--- src/rtl/mtc_regs.vh ---
`ifndef MTC_REGS_VH
`define MTC_REGS_VH
// ----------------------------------------
// timing
// ----------------------------------------
`define MTC_CLK_HZ        100000000
`define MTC_INC_RATE_HZ   1000
`define MTC_FAST_RATE_HZ  2200
`define MTC_INC_TICKS     (`MTC_CLK_HZ / `MTC_INC_RATE_HZ)
`define MTC_FAST_TICKS    (`MTC_CLK_HZ / `MTC_FAST_RATE_HZ)
`define MTC_SETTLE_MS     10
`define MTC_SETTLE_TICKS  (`MTC_CLK_HZ / 1000 * `MTC_SETTLE_MS)
`define MTC_MARK_CYCLES   4
// ----------------------------------------
// character layout
// ----------------------------------------
`define MTC_CHAR_BITS     8
`define MTC_CNT_W         4
`define MTC_CNT_RESET     4'h0
`endif

--- src/rtl/mtc_fifo.v ---
`timescale 1ns/1ns
// ----------------------------------------
// simple synchronous fifo
// ----------------------------------------
module mtc_fifo #(
  parameter WIDTH = 8,
  parameter DEPTH = 16,
  parameter AW    = 4
) (
  input  wire             clock,
  input  wire             reset,
  input  wire [WIDTH-1:0] in_data,
  input  wire             in_valid,
  output wire             in_ready,
  output wire [WIDTH-1:0] out_data,
  output wire             out_valid,
  input  wire             out_ready
);
  reg [WIDTH-1:0] mem [0:DEPTH-1];
  reg [AW:0]      wr_ptr;
  reg [AW:0]      rd_ptr;
  wire            full;
  wire            empty;
  wire            push;
  wire            pop;

  assign empty     = (wr_ptr == rd_ptr);
  assign full      = (wr_ptr[AW-1:0] == rd_ptr[AW-1:0]) &&
                     (wr_ptr[AW] != rd_ptr[AW]);
  assign in_ready  = !full;
  assign out_valid = !empty;
  assign out_data  = mem[rd_ptr[AW-1:0]];
  assign push      = in_valid && !full;
  assign pop       = out_ready && !empty;

  always @(posedge clock) begin
    if (push) begin
      mem[wr_ptr[AW-1:0]] <= in_data;
    end
  end

  always @(posedge clock or posedge reset) begin
    if (reset) begin
      wr_ptr <= {(AW+1){1'b0}};
      rd_ptr <= {(AW+1){1'b0}};
    end else begin
      if (push) begin
        wr_ptr <= wr_ptr + 1'b1;
      end
      if (pop) begin
        rd_ptr <= rd_ptr + 1'b1;
      end
    end
  end
endmodule // mtc_fifo

--- src/rtl/mtc_codec.v ---
// How it works
// RULE1: write a zero bit as a mark on track zero, one on track one
// RULE2: read side ORs both track marks into the bit strobe; the code gives no strobe when both marks rise in the same cycle
// RULE3: playback_data flop set by track one mark, cleared by track zero
// RULE4: each bit strobe shifts playback_data into the character buffer
// RULE5: every written character starts with marks on both tracks
// RULE6: read side ANDs the tracks; both at once gives char_start_pulse
// RULE7: char_start_pulse starts the bit counting for that character
// RULE8: incremental writing runs at 1000 bits per second
// RULE9: wait 10 ms after motor start before the first mark
// RULE10: eight bit character buffer, parallel load or serial capture
// RULE11: four bit down counter times a character; end gives ready strobe
// RULE12: write clock 1000 Hz, or 2200 Hz at the fast character rate
// RULE13: one pulse per mark per write tick, none between characters
`timescale 1ns/1ns
`include "mtc_regs.vh"
module mtc_codec #(
  parameter SETTLE_TICKS = `MTC_SETTLE_TICKS,
  parameter INC_TICKS    = `MTC_INC_TICKS,
  parameter FAST_TICKS   = `MTC_FAST_TICKS,
  parameter FIFO_DEPTH   = 16
) (
  input  wire       clock,
  input  wire       reset,
  input  wire       write_mode,
  input  wire       fast_rate,
  input  wire [7:0] wr_data,
  input  wire       wr_valid,
  output wire       wr_ready,
  output reg        motor_run,
  output reg        mark_zero,
  output reg        mark_one,
  input  wire       track_zero,
  input  wire       track_one,
  output reg        playback_data,
  output reg        char_start_pulse,
  output reg  [7:0] rd_data,
  output reg        char_ready_strobe,
  output wire       rd_valid,
  input  wire       rd_ready
);
  // ----------------------------------------
  // write side
  // ----------------------------------------
  localparam W_IDLE   = 3'h0;
  localparam W_SETTLE = 3'h1;
  localparam W_START  = 3'h2;
  localparam W_BITS   = 3'h3;
  localparam W_STOP   = 3'h4;

  // ----------------------------------------
  // sized constants
  // ----------------------------------------
  localparam [2:0]            MARK_LAST = `MTC_MARK_CYCLES - 1;
  localparam [`MTC_CNT_W-1:0] CHAR_BITS = `MTC_CHAR_BITS;

  wire [7:0] fifo_data;
  wire       fifo_valid;
  reg        fifo_pop;
  reg  [2:0] wstate;
  reg  [31:0] tick_cnt;
  reg  [31:0] settle_cnt;
  reg  [7:0] wshift;
  reg  [`MTC_CNT_W-1:0] wcount;
  reg  [2:0] pulse_cnt;
  wire       tick;
  wire [31:0] tick_period;

  // ----------------------------------------
  // character fifo
  // ----------------------------------------
  mtc_fifo #(
    .WIDTH (8),
    .DEPTH (FIFO_DEPTH),
    .AW    (4)
  ) u_fifo (
    .clock     (clock),
    .reset     (reset),
    .in_data   (wr_data),
    .in_valid  (wr_valid),
    .in_ready  (wr_ready),
    .out_data  (fifo_data),
    .out_valid (fifo_valid),
    .out_ready (fifo_pop)
  );

  // ----------------------------------------
  // bit tick timer
  // ----------------------------------------
  // rate picked per tick, so a rate change lands on the next bit
  assign tick_period = fast_rate ? FAST_TICKS : INC_TICKS; // see RULE12
  assign tick = (tick_cnt == 32'h0);

  always @(posedge clock or posedge reset) begin
    if (reset) begin
      tick_cnt <= 32'h0;
    end else if (tick || wstate == W_IDLE) begin
      tick_cnt <= tick_period - 32'h1; // see RULE8
    end else begin
      tick_cnt <= tick_cnt - 32'h1;
    end
  end

  // ----------------------------------------
  // write sequencer
  // ----------------------------------------
  always @(posedge clock or posedge reset) begin
    if (reset) begin
      wstate     <= W_IDLE;
      settle_cnt <= 32'h0;
      wshift     <= 8'h00;
      wcount     <= `MTC_CNT_RESET;
      motor_run  <= 1'b0;
      mark_zero  <= 1'b0;
      mark_one   <= 1'b0;
      pulse_cnt  <= 3'h0;
      fifo_pop   <= 1'b0;
    end else begin
      fifo_pop <= 1'b0;
      if (pulse_cnt != 3'h0) begin
        pulse_cnt <= pulse_cnt - 3'h1;
      end else begin
        mark_zero <= 1'b0; // see RULE13
        mark_one  <= 1'b0;
      end
      case (wstate)
        W_IDLE: begin
          motor_run <= 1'b0;
          if (write_mode && fifo_valid) begin
            wshift     <= fifo_data; // see RULE10
            fifo_pop   <= 1'b1;
            motor_run  <= 1'b1;
            settle_cnt <= SETTLE_TICKS - 1;
            wstate     <= W_SETTLE;
          end
        end
        W_SETTLE: begin
          if (settle_cnt == 32'h0) begin
            wstate <= W_START; // see RULE9
          end else begin
            settle_cnt <= settle_cnt - 32'h1;
          end
        end
        W_START: begin
          if (tick) begin
            mark_zero <= 1'b1; // see RULE5
            mark_one  <= 1'b1;
            pulse_cnt <= MARK_LAST;
            wcount    <= CHAR_BITS;
            wstate    <= W_BITS;
          end
        end
        W_BITS: begin
          if (tick) begin
            mark_zero <= ~wshift[0]; // see RULE1
            mark_one  <= wshift[0];
            pulse_cnt <= MARK_LAST;
            wshift    <= {1'b0, wshift[7:1]};
            wcount    <= wcount - 4'h1;
            if (wcount == 4'h1) begin
              wstate <= W_STOP;
            end
          end
        end
        W_STOP: begin
          if (tick) begin
            // back to back characters skip the motor settle
            if (write_mode && fifo_valid) begin
              wshift   <= fifo_data;
              fifo_pop <= 1'b1;
              wstate   <= W_START;
            end else begin
              wstate <= W_IDLE;
            end
          end
        end
        default: begin
          wstate <= W_IDLE;
        end
      endcase
    end
  end

  // ----------------------------------------
  // read side
  // ----------------------------------------
  reg  [1:0] sz;
  reg  [1:0] so;
  reg        z_d;
  reg        o_d;
  reg        rd_busy;
  reg  [`MTC_CNT_W-1:0] rcount;
  reg  [7:0] rshift;
  reg        rd_full;
  wire       z_rise;
  wire       o_rise;
  wire       both;
  wire       strobe;
  wire       char_done;

  // ----------------------------------------
  // track synchronisers
  // ----------------------------------------
  always @(posedge clock or posedge reset) begin
    if (reset) begin
      sz  <= 2'h0;
      so  <= 2'h0;
      z_d <= 1'b0;
      o_d <= 1'b0;
    end else begin
      sz  <= {sz[0], track_zero};
      so  <= {so[0], track_one};
      z_d <= sz[1];
      o_d <= so[1];
    end
  end

  // ----------------------------------------
  // mark edges
  // ----------------------------------------
  // coincidence judged on the same sample; skewed tracks miss the start
  assign z_rise = sz[1] && !z_d;
  assign o_rise = so[1] && !o_d;
  assign both   = z_rise && o_rise;            // see RULE6
  assign strobe = (z_rise || o_rise) && !both; // see RULE2
  assign rd_valid = rd_full;

  // ----------------------------------------
  // playback data flop and start pulse
  // ----------------------------------------
  reg        strobe_d;

  always @(posedge clock or posedge reset) begin
    if (reset) begin
      playback_data    <= 1'b0;
      char_start_pulse <= 1'b0;
      strobe_d         <= 1'b0;
    end else begin
      char_start_pulse <= both;
      // buffer shifts the flop output, so it waits one cycle for it
      strobe_d         <= strobe;
      if (o_rise && !z_rise) begin
        playback_data <= 1'b1; // see RULE3
      end else if (z_rise && !o_rise) begin
        playback_data <= 1'b0;
      end
    end
  end

  // ----------------------------------------
  // character buffer and bit counter
  // ----------------------------------------
  always @(posedge clock or posedge reset) begin
    if (reset) begin
      rd_busy <= 1'b0;
      rcount  <= `MTC_CNT_RESET;
      rshift  <= 8'h00;
    end else begin
      if (write_mode) begin
        rd_busy <= 1'b0;
      end else if (both) begin
        rd_busy <= 1'b1; // see RULE7
        rcount  <= CHAR_BITS; // see RULE11
      end else if (strobe_d && rd_busy) begin
        rshift <= {playback_data, rshift[7:1]}; // see RULE4
        rcount <= rcount - 4'h1;
        if (rcount == 4'h1) begin
          rd_busy <= 1'b0;
        end
      end
    end
  end

  // ----------------------------------------
  // parallel hand-off to the host
  // ----------------------------------------
  assign char_done = !write_mode && !both && strobe_d && rd_busy &&
                     (rcount == 4'h1);

  always @(posedge clock or posedge reset) begin
    if (reset) begin
      rd_data           <= 8'h00;
      rd_full           <= 1'b0;
      char_ready_strobe <= 1'b0;
    end else begin
      char_ready_strobe <= char_done; // see RULE11
      if (char_done) begin
        rd_data <= {playback_data, rshift[7:1]};
        rd_full <= 1'b1;
      end else if (rd_full && rd_ready) begin
        // a new character wins over a same-cycle read
        rd_full <= 1'b0;
      end
    end
  end
endmodule // mtc_codec

--- config.mk ---
export PLATFORM = sky130hd
export DESIGN_NAME = mtc_codec
export DESIGN_NICKNAME = d
export VERILOG_FILES = /design/src/rtl/mtc_fifo.v /design/src/rtl/mtc_codec.v
export VERILOG_INCLUDE_DIRS = /design/src /design/src/rtl
export SDC_FILE = /design/constraint.sdc
export NUM_CORES = 1
export LEC_CHECK = 0
export ABC_AREA = 1
export BUFFER_PORTS_ARGS = -buffer_cell sky130_fd_sc_hd__buf_2
export CAP_MARGIN = 20
export CORE_UTILIZATION = 53
export DETAILED_ROUTE_END_ITERATION = 16
export GPL_ROUTABILITY_DRIVEN = 0
export PLACE_DENSITY = 0.7
export REMOVE_ABC_BUFFERS = 1
export SLEW_MARGIN = 20
export SYNTH_ARGS = -nofsm -noshare
export SYNTH_HDL_FRONTEND = slang
export SYNTH_SLANG_ARGS = --single-unit
export TNS_END_PERCENT = 20
--- constraint.sdc ---
create_clock -name clock -period 4.6 [get_ports clock]
set_input_delay 0.46 -clock clock [delete_from_list [all_inputs] [get_ports clock]]
set_output_delay 0.46 -clock clock [all_outputs]
set_load 0.03 [all_outputs]
==> out/metrics.cfg <==
[outcome]
status = completed

[logic_synthesis]
synth_fa_ha_area_frac = 0.01684
synth.area.mux_share = 0.0009470
synthesis.area_sq_um = 11890
ys_seq_area_frac = 0.5905
synth_cells = 1309
synth-edff-count = 128
yosys.area_share.xor_xnor = 0.03462
synth_ff_type = edfxtp_1
yosysTopAreaCellShare = 0.3232
synth_cell_type_count = 42
synth_seq_cells = 255
async_flop_share = 0.4980
synth_top_area_cell = edfxtp_1
synth_compound_area_frac = 0.07365
yosys.area_share.simple = 0.2354
synth.area.top_cells = edfxtp_1 (32%), dfrtp_1 (27%), nand2_1 (9.0%)
synth_top_family_by_area = simple AND/OR/NAND/NOR gates
synth_area_per_cell_sq_um = 9.084
yosys_warnings = 0

[critical_path]
cp.required_ns = 4.77
worstSetupPathType = flop to flop
crit_path_start_kind = flop
cp_max_fo = 67
critPathCaptureType = flop
reg2reg_slack_ns = 1.86
critPathArrivalTime_ns = 2.90

[grt]
grt-ovfl-total = 0
grtUsageTotal = 0.2294
grt_pass1_wl_mm = 41.03
grt_max_degree = 86
grt_antenna_before_repair = 0
grt_pass1_vias = 8149

[finish]
n_antenna_cell = 0
layout_commonest_cell = nand2_1
final_nets = 1368
drive_gt1_frac = 0.08180
fillers = 1893
utilization = 0.6026
final_cell_mix = nand2_1 (285), nor2_1 (283), edfxtp_1 (128)
area_growth_pct = 10.93

[route]
antenna_left = 0
drt-initial-drc-count = 583
wl_mm = 25.54
drc = 0
detail_route.wl_per_cell_um = 15.60
vias = 8712
viasPerCell = 5.322
dr.pass1.iters = 5

[power]
leakage_nw = 5.729
peakVddDrop_uv = 297.8
swShare = 0.2330
p_int_mw = 4.065
powerDensity_nw_per_um2 = 401.8
pwr-share-comb = 0.073
clkPwrFrac = 0.434
seq_power_share = 0.493
p_switching_mw = 1.235

[placed_design]
port_buffers = 31
dp_hpwl_mm = 16.56

[timing]
tns_ns = 0
max_clock_freq_ghz = 0.3654
fin_skew_ns = 0.01615
post-route-period-util = 0.5950
rsz0062_at_grt = no
slew_viol_final = 0
worst_pin_slew_ns = 0.8053
period_needed_ns = 2.737
setup_viol = 0
hold_viol = 0
slew_headroom = 0.4612

[floorplanning]
start_util = 0.5432
fp.dieH_um = 151.8
ioPinCount = 32
core_sq_um = 21890
die-area_sq_um = 23040
die_w_um = 151.8
num_rows = 54

[run]
drv_cap = 0

[clocking]
clockRootBuffer = clkbuf_16
cts_buffers = 27
h-tree-depth = 1
post-cts-setup-buffers = 0
cts.path.max_buffers = 3
post_cts.resized_instances = 0
cts_tree = built
ctsHoldBuffers = 0
cts_sinks = 255
clk_latency_ns = 0.53
cts.clk_slew.worst_paths_ns = 0.06

[worst_hold_path]
min_path_type = input port to flop

[metal layers]
layer	vias up	track usage	share of wire
met4	0	0.06931	0.027
li1	4343	-	-
met5	-	0	0
met3	43	0.03353	0.050
met1	4102	0.3224	0.46
met2	224	0.3684	0.46
[path summary, 6_finish.rpt]
path	startpoint	to	cells past startpoint
worst max-delay path	u_fifo.rd_ptr[0]	u_fifo.mem[10][1]	9
worst min-delay path	track_zero	sz[0]	1
worst max register to register	u_fifo.rd_ptr[0]	u_fifo.mem[10][1]	9
worst min register to register	so[0]	so[1]	0
max in group asynchronous	reset	rd_data[2]	3
min in group asynchronous	reset	wcount[1]	2
[flip-flops by register name (all words and copies together), names as in the netlist, 3 cells and up]
signal         cells
u_fifo.mem       128
settle_cnt        32
tick_cnt          32
rd_data            8
wshift             8
rshift             7
u_fifo.rd_ptr      5
u_fifo.wr_ptr      5
rcount             4
wcount             4
pulse_cnt          3
wstate             3
[Yosys cell counts, types with 4 or more instances]
master    instances
nor3_1            7
nor2_2            5
nand2_2           6
xnor2_1          16
buf_2            10
inv_2             5
o21ai_2           4
a21oi_1          30
xor2_1           31
o21ai_1          15
inv_1            90
nand2_1         285
clkbuf_1         19
nor2_1          283
dfrtp_1         127
o21ai_0          99
buf_6             5
ha_1             16
nand4_1          10
nand3_1          83
edfxtp_1        128
[per-stage QoR]
stage / area (sq um) / cells / power (mW) / hold slack, ns / setup WS, ns
final: 13190 / 1637 / 5.300 / 0.03687 / 1.863
after global routing: 13190 / 1637 / 5.483 / 0.01940 / 1.635
after CTS: 13190 / 1637 / 5.343 / 0.01659 / 1.901
after detailed placement: 12240 / 1587 / 3.039 / 0.3387 / 1.882
after global placement: 12240 / 1587 / 3.035 / 0.3340 / 1.980
after floorplan: 11700 / 1271 / 2.898 / 0.3312 / 0.7557
[final cells by class]
class | count | area, sq um | area share
Sequential cell | 255 | 7023 | 0.5324
Multi-Input combinational cell | 917 | 4298 | 0.3258
Clock buffer | 31 | 690.7 | 0.05236
Inverter | 99 | 380.4 | 0.02883
Tap cell | 280 | 350.3 | 0.02656
Clock inverter | 19 | 256.5 | 0.01944
Timing Repair Buffer | 36 | 192.7 | 0.01461
[worst max-delay path, cell delays in order, from the launching register on]
cell	delay [ns]
dfrtp_2	0.37
buf_4	0.54
nand2_1	0.11
nand2_1	0.08
nor2_1	0.05
nand3b_1	0.12
nand2_1	0.11
clkinv_1	0.16
nand2_1	0.23
nor2_1	0.60
[power by group through the flow]
stage	Combinational (mW)	Clock, mW	Sequential (mW)
finish	0.386	2.30	2.61
CTS	0.388	2.34	2.61
detailed placement	0.385	0	2.65
global route	0.436	2.42	2.62
global placement	0.383	0	2.65
floorplan	0.259	0	2.64
[kinds of logic (layout without fill, tap and decap cells)]
group	count (synthesis)	after routing
multiplexers	1	1
AND/OR/NAND/NOR	690	690
flip-flops	255	255
buffers and inverters	137	185
AO/OA/AOI/OAI	163	163
adder cells (fa/ha/maj)	16	16
XOR/XNOR	47	47
Power figures use the tool's default switching activity.
